## config.mk

```make
export PLATFORM = sky130hd
export DESIGN_NAME = dbbs_top
export DESIGN_NICKNAME = d
export VERILOG_FILES = /design/src/inc/dbbs_pkg.sv /design/src/rtl/dbbs_top.sv /design/src/rtl/dbbs_sync.sv /design/src/rtl/dbbs_sp_check.sv
export VERILOG_INCLUDE_DIRS = /design/src /design/src/inc
export SDC_FILE = /design/constraint.sdc
export NUM_CORES = 1
export LEC_CHECK = 0
export BUFFER_PORTS_ARGS = -buffer_cell sky130_fd_sc_hd__clkbuf_2
export CORE_MARGIN = 8
export CORE_UTILIZATION = 47
export CTS_BUF_LIST = sky130_fd_sc_hd__clkbuf_8
export CTS_CLUSTER_DIAMETER = 120
export CTS_CLUSTER_SIZE = 25
export DETAILED_ROUTE_END_ITERATION = 10
export PLACE_DENSITY = 0.81
export RECOVER_POWER = 25
export SLEW_MARGIN = 5
export SYNTH_ARGS = -nofsm -noshare
export SYNTH_HDL_FRONTEND = slang
export SYNTH_SLANG_ARGS = --single-unit
export TNS_END_PERCENT = 20
```

## constraint.sdc

```tcl
create_clock -name clk_i -period 1.85 [get_ports clk_i]
set_clock_uncertainty 0.05 [all_clocks]
set_input_delay 0.185 -clock clk_i [delete_from_list [all_inputs] [get_ports clk_i]]
set_output_delay 0.185 -clock clk_i [all_outputs]
set_load 0.1 [all_outputs]
```

## src/inc/dbbs_cfg.svh

```systemverilog
// Constants of the dual-bank boot selector: addresses, register map, fields, counts
// Overview of operation
// - Bank-flip flag is bit 7 of the option word at 0x1FF8_0004.
// - Flag clear, pin zero low: start in system memory, run dual-bank check.
// - Dual-bank check tests bank 2 first; valid bank 2 becomes boot space.
// - Bank 2 invalid: test bank 1; valid bank 1 becomes boot space.
// - No valid bank, no protection: normal bootloader from system memory, no jump to flash.
// - Flag set (its default) skips the dual-bank check entirely.
// - Bank valid only when its first word points inside internal SRAM.
// - Flag set: bank 1 when pin zero low, or pin zero high with protection.
// - No protection, pin zero high, pin one low: system memory, any flag.
// - No protection, both pins high: embedded SRAM is boot space.
// - Flag clear with highest protection: dual-bank check whatever the pins.
// - Flag clear, highest protection and no valid bank: halt the processor.
// - Flag clear with a valid bank, once the dual-bank check runs: jump to user code.
`ifndef DBBS_CFG_SVH
`define DBBS_CFG_SVH

`define DBBS_OPT_WORD_ADDR 32'h1ff8_0004
`define DBBS_FLIP_BIT 7
`define DBBS_BANK1_BASE 32'h0800_0000
`define DBBS_BANK2_BASE 32'h0803_0000
`define DBBS_SRAM_BASE 32'h2000_0000
`define DBBS_SRAM_BYTES 32'h0000_4000

`define DBBS_REG_STATUS 4'h0
`define DBBS_REG_CTRL 4'h4
`define DBBS_REG_OPTION 4'h8

`define DBBS_ST_SPACE_LSB 0
`define DBBS_ST_DONE_BIT 3
`define DBBS_ST_HALT_BIT 4
`define DBBS_ST_FLAG_BIT 5
`define DBBS_ST_PIN0_BIT 6
`define DBBS_ST_PIN1_BIT 7
`define DBBS_ST_PROT_BIT 8
`define DBBS_ST_B2OK_BIT 9
`define DBBS_ST_B1OK_BIT 10
`define DBBS_ST_DUAL_BIT 11

`define DBBS_CTRL_ALIAS_BIT 0
`define DBBS_CTRL_RESET 1'b1

`define DBBS_SETTLE_CYC 2'h2

`endif

```

## src/inc/dbbs_pkg.sv

```systemverilog
// Types of the dual-bank boot selector
package dbbs_pkg;

  typedef enum logic [5:0]
  {
    S_SETTLE = 6'h01,
    S_OPT    = 6'h02,
    S_DECIDE = 6'h04,
    S_BANK2  = 6'h08,
    S_BANK1  = 6'h10,
    S_DONE   = 6'h20
  } dbbs_state_e;

  typedef enum logic [2:0]
  {
    SPACE_NONE   = 3'h0,
    SPACE_BANK1  = 3'h1,
    SPACE_BANK2  = 3'h2,
    SPACE_SYSMEM = 3'h3,
    SPACE_SRAM   = 3'h4
  } dbbs_space_e;

endpackage

```

## src/rtl/dbbs_top.sv

```systemverilog
// Dual-bank boot selector: boot space decision, flash probe and Avalon-MM status
`timescale 1ns/100ps
`include "dbbs_cfg.svh"
module dbbs_top #(
  parameter logic [31:0] BANK1_BASE = `DBBS_BANK1_BASE,
  parameter logic [31:0] BANK2_BASE = `DBBS_BANK2_BASE,
  parameter logic [31:0] SRAM_BASE = `DBBS_SRAM_BASE,
  parameter logic [31:0] SRAM_BYTES = `DBBS_SRAM_BYTES
) (
  input wire logic clk_i,
  input wire logic rst_n_i,
  input wire logic boot_select_pin_zero_i,
  input wire logic boot_select_pin_one_i,
  input wire logic highest_read_protection_i,
  output logic flash_rd_req_o,
  output logic [31:0] flash_rd_addr_o,
  input wire logic flash_rd_valid_i,
  input wire logic [31:0] flash_rd_data_i,
  input wire logic [3:0] avs_address_i,
  input wire logic avs_read_i,
  input wire logic avs_write_i,
  input wire logic [3:0] avs_byteenable_i,
  input wire logic [31:0] avs_writedata_i,
  output logic [31:0] avs_readdata_o,
  output logic avs_waitrequest_o,
  output logic [2:0] boot_space_o,
  output logic boot_done_o,
  output logic cpu_halt_o,
  output logic dual_check_o,
  output logic bootloader_run_o,
  output logic boot_alias_en_o
);

  dbbs_pkg::dbbs_state_e state_r;
  dbbs_pkg::dbbs_state_e state_nxt;
  dbbs_pkg::dbbs_space_e space_r;
  dbbs_pkg::dbbs_space_e space_nxt;
  logic [1:0] pins_sync;
  logic [1:0] settle_cnt_r;
  logic settle_done;
  logic boot_select_pin_zero_r;
  logic boot_select_pin_one_r;
  logic highest_read_protection_r;
  logic bank_flip_boot_flag_r;
  logic [31:0] opt_word_r;
  logic sp_ok;
  logic bank2_ok_r;
  logic bank1_ok_r;
  logic dual_ran_r;
  logic halt_r;
  logic halt_nxt;
  logic [31:0] addr_r;
  logic [31:0] addr_nxt;
  logic done_r;
  logic dual_check_r;
  logic boot_run_r;
  logic alias_en_r;
  logic ctrl_alias_r;
  logic bus_req;
  logic ack_r;
  logic [31:0] readdata_r;
  logic [31:0] status_word;

  dbbs_sync #(
    .W(2)
  ) u_pin_sync (
    .clk_i(clk_i),
    .rst_n_i(rst_n_i),
    .async_i({boot_select_pin_one_i, boot_select_pin_zero_i}),
    .sync_o(pins_sync)
  );

  dbbs_sp_check #(
    .SRAM_BASE(SRAM_BASE),
    .SRAM_BYTES(SRAM_BYTES)
  ) u_sp_check (
    .word_i(flash_rd_data_i),
    .valid_o(sp_ok)
  );

  // Let the synchroniser fill before the pins are trusted
  assign settle_done = (settle_cnt_r == `DBBS_SETTLE_CYC);

  always_ff @(posedge clk_i or negedge rst_n_i)
  begin
    if (!rst_n_i)
      settle_cnt_r <= 2'h0;
    else if (state_r == dbbs_pkg::S_SETTLE && !settle_done)
      settle_cnt_r <= 2'(settle_cnt_r + 2'h1);
  end

  // Inputs caught once per reset, never resampled
  always_ff @(posedge clk_i or negedge rst_n_i)
  begin
    if (!rst_n_i)
    begin
      boot_select_pin_zero_r <= 1'b0;
      boot_select_pin_one_r <= 1'b0;
      highest_read_protection_r <= 1'b0;
    end
    else if (state_r == dbbs_pkg::S_SETTLE && settle_done)
    begin
      boot_select_pin_zero_r <= pins_sync[0];
      boot_select_pin_one_r <= pins_sync[1];
      highest_read_protection_r <= highest_read_protection_i;
    end
  end

  // Unprogrammed option defaults to flag set until the word arrives
  always_ff @(posedge clk_i or negedge rst_n_i)
  begin
    if (!rst_n_i)
    begin
      bank_flip_boot_flag_r <= 1'b1;
      opt_word_r <= 32'h0000_0000;
    end
    else if (state_r == dbbs_pkg::S_OPT && flash_rd_valid_i)
    begin
      bank_flip_boot_flag_r <= flash_rd_data_i[`DBBS_FLIP_BIT];
      opt_word_r <= flash_rd_data_i;
    end
  end

  always_comb
  begin
    state_nxt = state_r;
    space_nxt = space_r;
    halt_nxt = halt_r;
    addr_nxt = addr_r;
    case (state_r)
      dbbs_pkg::S_SETTLE:
      begin
        if (settle_done)
        begin
          state_nxt = dbbs_pkg::S_OPT;
          addr_nxt = `DBBS_OPT_WORD_ADDR;
        end
      end
      dbbs_pkg::S_OPT:
      begin
        if (flash_rd_valid_i)
          state_nxt = dbbs_pkg::S_DECIDE;
      end
      dbbs_pkg::S_DECIDE:
      begin
        if (!boot_select_pin_zero_r || highest_read_protection_r)
        begin
          if (bank_flip_boot_flag_r)
          begin
            state_nxt = dbbs_pkg::S_DONE;
            space_nxt = dbbs_pkg::SPACE_BANK1;
          end
          else
          begin
            state_nxt = dbbs_pkg::S_BANK2;
            addr_nxt = BANK2_BASE;
          end
        end
        else if (!boot_select_pin_one_r)
        begin
          state_nxt = dbbs_pkg::S_DONE;
          space_nxt = dbbs_pkg::SPACE_SYSMEM;
        end
        else
        begin
          state_nxt = dbbs_pkg::S_DONE;
          space_nxt = dbbs_pkg::SPACE_SRAM;
        end
      end
      dbbs_pkg::S_BANK2:
      begin
        if (flash_rd_valid_i)
        begin
          if (sp_ok)
          begin
            state_nxt = dbbs_pkg::S_DONE;
            space_nxt = dbbs_pkg::SPACE_BANK2;
          end
          else
          begin
            state_nxt = dbbs_pkg::S_BANK1;
            addr_nxt = BANK1_BASE;
          end
        end
      end
      dbbs_pkg::S_BANK1:
      begin
        if (flash_rd_valid_i)
        begin
          state_nxt = dbbs_pkg::S_DONE;
          if (sp_ok)
            space_nxt = dbbs_pkg::SPACE_BANK1;
          else if (highest_read_protection_r)
            halt_nxt = 1'b1;
          else
            space_nxt = dbbs_pkg::SPACE_SYSMEM;
        end
      end
      dbbs_pkg::S_DONE:
      begin
        state_nxt = dbbs_pkg::S_DONE;
      end
      default:
      begin
        state_nxt = dbbs_pkg::S_SETTLE;
      end
    endcase
  end

  always_ff @(posedge clk_i or negedge rst_n_i)
  begin
    if (!rst_n_i)
    begin
      state_r <= dbbs_pkg::S_SETTLE;
      space_r <= dbbs_pkg::SPACE_NONE;
      halt_r <= 1'b0;
      addr_r <= 32'h0000_0000;
      done_r <= 1'b0;
      dual_check_r <= 1'b0;
      boot_run_r <= 1'b0;
    end
    else
    begin
      state_r <= state_nxt;
      space_r <= space_nxt;
      halt_r <= halt_nxt;
      addr_r <= addr_nxt;
      done_r <= (state_nxt == dbbs_pkg::S_DONE);
      dual_check_r <= (state_nxt == dbbs_pkg::S_BANK2) || (state_nxt == dbbs_pkg::S_BANK1);
      boot_run_r <= (state_nxt == dbbs_pkg::S_DONE) && (space_nxt == dbbs_pkg::SPACE_SYSMEM);
    end
  end

  // Probe results kept for software diagnosis
  always_ff @(posedge clk_i or negedge rst_n_i)
  begin
    if (!rst_n_i)
    begin
      bank2_ok_r <= 1'b0;
      bank1_ok_r <= 1'b0;
      dual_ran_r <= 1'b0;
    end
    else
    begin
      if (state_r == dbbs_pkg::S_BANK2 && flash_rd_valid_i)
      begin
        bank2_ok_r <= sp_ok;
        dual_ran_r <= 1'b1;
      end
      if (state_r == dbbs_pkg::S_BANK1 && flash_rd_valid_i)
        bank1_ok_r <= sp_ok;
    end
  end

  // Request held until the flash answers; no timeout, a dead flash stalls boot
  assign flash_rd_req_o = (state_r == dbbs_pkg::S_OPT) || (state_r == dbbs_pkg::S_BANK2) ||
                          (state_r == dbbs_pkg::S_BANK1);
  assign flash_rd_addr_o = addr_r;
  assign boot_space_o = space_r;
  assign boot_done_o = done_r;
  assign cpu_halt_o = halt_r;
  assign dual_check_o = dual_check_r;
  assign bootloader_run_o = boot_run_r;
  assign boot_alias_en_o = alias_en_r;

  always_ff @(posedge clk_i or negedge rst_n_i)
  begin
    if (!rst_n_i)
      alias_en_r <= 1'b0;
    else
      alias_en_r <= done_r && ctrl_alias_r && !halt_r;
  end

  // Avalon-MM slave: every access answers one cycle after it is seen
  assign bus_req = avs_read_i || avs_write_i;
  assign avs_waitrequest_o = bus_req && !ack_r;
  assign avs_readdata_o = readdata_r;

  always_comb
  begin
    status_word = 32'h0000_0000;
    status_word[`DBBS_ST_SPACE_LSB +: 3] = space_r;
    status_word[`DBBS_ST_DONE_BIT] = done_r;
    status_word[`DBBS_ST_HALT_BIT] = halt_r;
    status_word[`DBBS_ST_FLAG_BIT] = bank_flip_boot_flag_r;
    status_word[`DBBS_ST_PIN0_BIT] = boot_select_pin_zero_r;
    status_word[`DBBS_ST_PIN1_BIT] = boot_select_pin_one_r;
    status_word[`DBBS_ST_PROT_BIT] = highest_read_protection_r;
    status_word[`DBBS_ST_B2OK_BIT] = bank2_ok_r;
    status_word[`DBBS_ST_B1OK_BIT] = bank1_ok_r;
    status_word[`DBBS_ST_DUAL_BIT] = dual_ran_r;
  end

  always_ff @(posedge clk_i or negedge rst_n_i)
  begin
    if (!rst_n_i)
      ack_r <= 1'b0;
    else
      ack_r <= bus_req && !ack_r;
  end

  always_ff @(posedge clk_i or negedge rst_n_i)
  begin
    if (!rst_n_i)
      readdata_r <= 32'h0000_0000;
    else if (avs_read_i && !ack_r)
    begin
      case (avs_address_i)
        `DBBS_REG_STATUS: readdata_r <= status_word;
        `DBBS_REG_CTRL: readdata_r <= {31'h0000_0000, ctrl_alias_r};
        `DBBS_REG_OPTION: readdata_r <= opt_word_r;
        default: readdata_r <= 32'h0000_0000;
      endcase
    end
  end

  always_ff @(posedge clk_i or negedge rst_n_i)
  begin
    if (!rst_n_i)
      ctrl_alias_r <= `DBBS_CTRL_RESET;
    else if (avs_write_i && ack_r && avs_address_i == `DBBS_REG_CTRL && avs_byteenable_i[0])
      ctrl_alias_r <= avs_writedata_i[`DBBS_CTRL_ALIAS_BIT];
  end
endmodule

```

## src/rtl/dbbs_sync.sv

```systemverilog
// Two-flop synchroniser for asynchronous pin levels
`timescale 1ns/100ps
module dbbs_sync #(
  parameter int W = 2
) (
  input wire logic clk_i,
  input wire logic rst_n_i,
  input wire logic [W-1:0] async_i,
  output logic [W-1:0] sync_o
);

  logic [W-1:0] meta_r;

  // First stage feeds only the second stage
  always_ff @(posedge clk_i or negedge rst_n_i)
  begin
    if (!rst_n_i)
    begin
      meta_r <= '0;
      sync_o <= '0;
    end
    else
    begin
      meta_r <= async_i;
      sync_o <= meta_r;
    end
  end

endmodule

```

## src/rtl/dbbs_sp_check.sv

```systemverilog
// Initial stack pointer range check against internal SRAM
`timescale 1ns/100ps
`include "dbbs_cfg.svh"
module dbbs_sp_check #(
  parameter logic [31:0] SRAM_BASE = `DBBS_SRAM_BASE,
  parameter logic [31:0] SRAM_BYTES = `DBBS_SRAM_BYTES
) (
  input wire logic [31:0] word_i,
  output logic valid_o
);

  // Stack top may equal the SRAM end for a full descending stack
  localparam logic [31:0] SRAM_TOP = 32'(SRAM_BASE + SRAM_BYTES);

  assign valid_o = (word_i >= SRAM_BASE) && (word_i <= SRAM_TOP);

endmodule

```

==> results.ini, run 1 <==
[synthesis]
synthTopCellsByArea=dfrtp_1 (53%), nand2_1 (14%), buf_4 (5.0%), o21ai_0 (4.4%), a22oi_1 (1.9%)
async_flop_share_pct=100.0
synth_top_cell_by_area=dfrtp_1
yosysUniqueCellTypes=55
syn_inst=459
synthTopCellsByCount=nand2_1 (159), dfrtp_1 (93), o21ai_0 (38), buf_4 (29), clkbuf_1 (17)
ys_seq_area_share_pct=55.04
ys_ff_latch=96
ys.flop_type=dfrtp_1
netlist_area_um2=4372
synth_edf_count=0
synth.avg_cell_area_um2=9.524
ys_warn_count=0
synth.top_cell.area_share_pct=53.23
yosysMostFrequentCell=nand2_1

[floorplanning]
chipHeight_um=112.4
die_w_um=112.4
rows=35
core_area_um2=9153
fp.dieArea_um2=12640
io_pins=154
initial_utilization_pct=47.76

[critical_path]
critPathKind=flop to output port
crit_chain=or3_4 -> nor4b_4 -> buf_4 -> or2_4 -> buf_12
reg2regPathDepth=9
critPathMaxStageDelay_ns=0.43
cp_max_fo=2
cp.arrival_ns=1.85
startpoint_type=flop
critPathCaptureType=output port
cp_slowest_cell=dfrtp_2
crit_required_ns=1.62

[status]
violations=negative setup slack
status=finished, violations left

[timing]
hold_violations=0
slew_violations=0
finalSetupViolCount=8
worst_slack_ns=-0.2386
tns_ns=-0.6177
period_minus_slack_ns=2.089
max_freq_mhz=478.8
whs_ns=0.009809
tightest_slew_ns=0.6552
period_share_pct=112.9
slew_headroom_pct=56.32
rsz0062_at_grt=yes

[clock_tree]
h-tree-depth=3
cts.reportedPaths.clkPinSlew_ns=0.09
cts_buffers=9
cts_root_buf=clkbuf_8
clock_tree.buffer_depth=2
cts_sinks=96
worstSkewPairLatency_ns=0.36
cts_tree=done

[finish]
drive_gt1_share_pct=36.44
num-fill-cells=727
final_nets=699
diodes=0
final_cell_count_no_fill=734
syn2layout_area_growth_pct=33.34

[routing]
drt_iter0_drc=374
first_pass_iters=6
viasPerCell=5.304
met3_length_um=872
drc=0
ant_nets=0
wl_per_cell_um=16.15
routed-wl-met2_um=5897
wirelength_met1_um=4726
num_vias=3893
top_layer=met4
drt_wl_total_um=11850

[pwr]
p_per_area_nw_per_um2=1341
p_leak_nw=2.975
max-vdd-ir-drop_mv=1.534
finalPower_w=0.007817

[grt]
track_usage_pct=18.84
grt_pass1_wl_um=19380
grt_pass1_vias=3971
antenna_found_initial=0
grt_overflow=0
grt_max_degree=41

[worst_hold_path]
min_path_type=input port to flop
hold_depth=3

[placed_design]
hpwlAfterDp_um=8538
place_congestion=0.8977
port-buffer-count=100
place_inst=697

[job]
drv_cap=0

[layout make-up]
cell class              count  area [µm²]  share of cell area (%)
flip-flops and latches     96        2411                   41.36
multi-input cells         319        1821                   31.23
repair buffers            181        1219                   20.91
well taps                 111       138.9                   2.382
clock buffers               9       123.9                   2.125
clock inverters             7       72.57                   1.245
inverters                  11       43.79                  0.7512
[cells in the final DEF, fill, tap and decap left out, drive strengths merged, types with 2 or more instances in the layout]
master / n
o2bb2ai: 2
a21oi: 3
mux2: 4
dfstp: 3
nor3: 7
nor2b: 3
nor2: 6
nand2: 159
o211a: 2
nor4b: 3
a21o: 4
nand4: 3
or3: 3
o21ai: 38
dfrtp: 93
a22oi: 11
mux2i: 2
clkbuf: 110
conb: 19
o31ai: 3
a22o: 2
nor4: 15
xnor2: 2
clkinv: 3
dlygate4sd3: 12
nor3b: 2
or2: 2
buf: 68
inv: 13
nand2b: 4
nand3: 2
[worst max-delay path, delay by kind of cell, from the launching register on]
family	cells	cell delay, ns
and+or+nand+nor	3	0.75
buffers and inverters	2	0.32
DFF	1	0.43
[metal layers]
layer	up-vias	track usage, %
li1	1813	-
met1	1879	22.46
met2	164	31.35
met3	37	4.938
met4	0	8.453
met5	-	0
[where the power goes]
group,total (W),internal (W),switching [W]
combinational,0.00351,0.00103,0.00247
clock,0.00137,0.000628,0.000743
sequential,0.00294,0.00259,0.000348
[logic make-up (layout without fill, tap and decap cells)]
kind of cell	Yosys count	in the layout	share of synthesized area, %
AOI/OAI and AO/OA	76	76	11.48
xor gates and xnor gates	2	2	0.4008
adders and majority gates	1	1	0.2862
buffers and inverters	62	208	7.956
DFF	96	96	55.04
muxes	6	6	1.488
other	1	19	0.08578
and+or+nand+nor	215	215	23.27
[registers in the layout, indices dropped and copies added, names as in the netlist, 2 cells and up]
name,count
boot_space_o,3
settle_cnt_r,2
u_pin_sync.sync_o,2
u_pin_sync.meta_r,2
state_r,6
opt_word_r,32
avs_readdata_o,32
flash_rd_addr_o,3
[per-stage QoR]
stage	area (µm²)	setup WS (ns)	utilization [%]
2_1_floorplan	4454	-0.06238	-
3_3_place_gp	5300	-0.1766	57.91
3_5_place_dp	5300	-0.2063	57.91
4_1_cts	5702	-0.2912	62.30
5_1_grt	5829	-0.3082	63.69
6_report	5829	-0.2386	63.69
[worst paths after layout]
check	start	to	slack, ns
max	state_r[2]	flash_rd_req_o	-0.24
min	flash_rd_data_i[18]	opt_word_r[18]	0.01
max reg2reg	state_r[2]	bootloader_run_o	-0.15
min reg2reg	u_pin_sync.meta_r[1]	u_pin_sync.sync_o[1]	0.31
max in group asynchronous	rst_n_i	state_r[0]	0.43
min in group asynchronous	rst_n_i	avs_readdata_o[3]	0.32
[repair_timing]
item                                    CTS  global route
setup buffers                             6             2
cloned                                    0             1
hold endpoints to repair                 36             0
endpoints found under the setup margin   45            49
hold buffers                             12             0
gates resized for setup                  10            24
pin swaps                                 5             6
No activity file was read; power rests on OpenSTA's default activity.
==> run 2, diff against run 1 <==
- GPL_TIMING_DRIVEN: unset -> 0
==> run 2 against run 1 <==
The run still ends with negative setup slack left. Critical path type unchanged. Sequential power grew 3%. Die area unchanged. Clock power about the same. Highest routed layer unchanged. Final cell count up 1.1%. Wire length up 9.9%. Register-to-register slack worse by 0.06 ns.
==> results.ini, run 2 (synthesized netlist as in run 1, its figures left out) <==
[floorplanning]
io_pins=154
die_w_um=112.4
core_area_um2=9153
chipHeight_um=112.4
fp.dieArea_um2=12640
rows=35
initial_utilization_pct=47.76

[critical_path]
crit_chain=or3_4 -> nor3_4 -> or2_4 -> clkbuf_16
cp_slowest_cell=dfrtp_2
critPathCaptureType=output port
critPathMaxStageDelay_ns=0.47
crit_required_ns=1.62
cp_max_fo=6
cp.arrival_ns=1.88
worst-path-buf-inv=1
critPathKind=flop to output port
critical-path-top-delay-family=simple AND/OR/NAND/NOR gates
startpoint_type=flop

[clock_tree]
cts_buffers=9
h-tree-depth=3
worstSkewPairLatency_ns=0.37
cts_tree=done
cts.reportedPaths.clkPinSlew_ns=0.10
cts_sinks=96
cts_root_buf=clkbuf_8
clock_tree.buffer_depth=2

[routing]
viasPerCell=5.443
drc=0
wl_per_cell_um=17.56
wirelength_met1_um=4849
num_vias=4039
routed-wl-met2_um=6662
met3_length_um=997
top_layer=met4
ant_nets=0
first_pass_iters=5
drt_iter0_drc=420
drt_wl_total_um=13030

[timing]
whs_ns=0.01802
slew_violations=0
period_minus_slack_ns=2.113
period_share_pct=114.2
finalSetupViolCount=41
max_freq_mhz=473.2
slew_headroom_pct=41.49
tightest_slew_ns=0.8776
hold_violations=0
rsz0062_at_grt=yes
worst_slack_ns=-0.2633

[grt]
grt_pass1_wl_um=20760
grt_pass1_vias=4171
grt_max_degree=63
grt_overflow=0
antenna_found_initial=0
track_usage_pct=20.48

[finish]
drive_gt1_share_pct=36.13
diodes=0
syn2layout_area_growth_pct=36.41
final_core_util_pct=65.15
mostFrequentLayoutCell=nand2_1
stdcell_area_um2=5963
final_cell_count_no_fill=742
final_nets=708
final_cell_mix=nand2_1 (139), clkbuf_2 (99), dfrtp_1 (89)

[pwr]
p_per_area_nw_per_um2=1354
finalPower_w=0.008075
p_leak_nw=2.990
max-vdd-ir-drop_mv=1.388

[status]
violations=negative setup slack
status=finished, violations left

[worst_hold_path]
min_path_type=input port to flop

[placed_design]
port-buffer-count=99
dpl_cell_area_um2=5119
place_congestion=0.9195
hpwlAfterDp_um=8559
place_inst=688

[job]
drv_cap=0

run 2: changes by cell type in the layout (fill, tap and decap cells not counted), sizes merged:
cell,previous run,this run
clkbuf,110,123
clkinvlp,1,3
buf,68,55
inv,13,10
dlygate4sd3,12,22
clkinv,3,2
run 2: through the flow:
step / setup WS (ns) / TNS [ns]
global route: -0.3331 / -6.989
floorplan: -0.06238 / -0.1886
global placement: -0.5690 / -62.11
finish: -0.2633 / -3.822
detailed placement: -0.4044 / -10.83
CTS: -0.2711 / -2.528
run 2: worst min-delay path: cells and delay by family:
kind	cells	cell delay, ns
simple gates	2	0.12
buf+inv	1	0.11
run 2: where the power goes:
group	internal (W)	total, W	switching, W
logic	0.00112	0.00367	0.00255
registers	0.00259	0.00303	0.000434
clock network	0.000652	0.00138	0.000727
total	0.00436	0.00808	0.00371
run 2: layer usage:
| layer | track usage, % | vias up |
|---|---|---|
| li1 | - | 1839 |
| met1 | 23.38 | 1927 |
| met2 | 34.40 | 211 |
| met3 | 5.743 | 62 |
| met4 | 10.61 | 0 |
| met5 | 0 | - |
run 2: path summary, 6_finish.rpt:
path	cells past startpoint	from	endpoint	slack, ns
min	3	flash_rd_data_i[4]	opt_word_r[4]	0.02
max in group asynchronous	3	rst_n_i	state_r[2]	0.26
max	4	state_r[1]	flash_rd_req_o	-0.26
min reg2reg	0	u_pin_sync.meta_r[0]	u_pin_sync.sync_o[0]	0.30
max reg2reg	6	state_r[5]	bootloader_run_o	-0.21
min in group asynchronous	2	rst_n_i	avs_readdata_o[9]	0.41
run 2: timing repair:
action,in CTS,in global routing
resized for setup,61,26
hold buffers,22,0
pin swaps,10,21
hold endpoints to repair,54,0
setup buffers,10,9
cloned,3,0
endpoints found under the setup margin,48,49
run 2: cell type report:
| class | count | area [µm²] |
|---|---|---|
| buffer | 47 | 351.6 |
| clock buffer | 10 | 137.6 |
| clock inverter | 5 | 57.56 |
| fill | 676 | 3189 |
| inverter | 11 | 53.80 |
| multi-input combinational | 319 | 1858 |
| sequential | 96 | 2411 |
| tap | 111 | 138.9 |
| timing repair buffer | 143 | 954.7 |
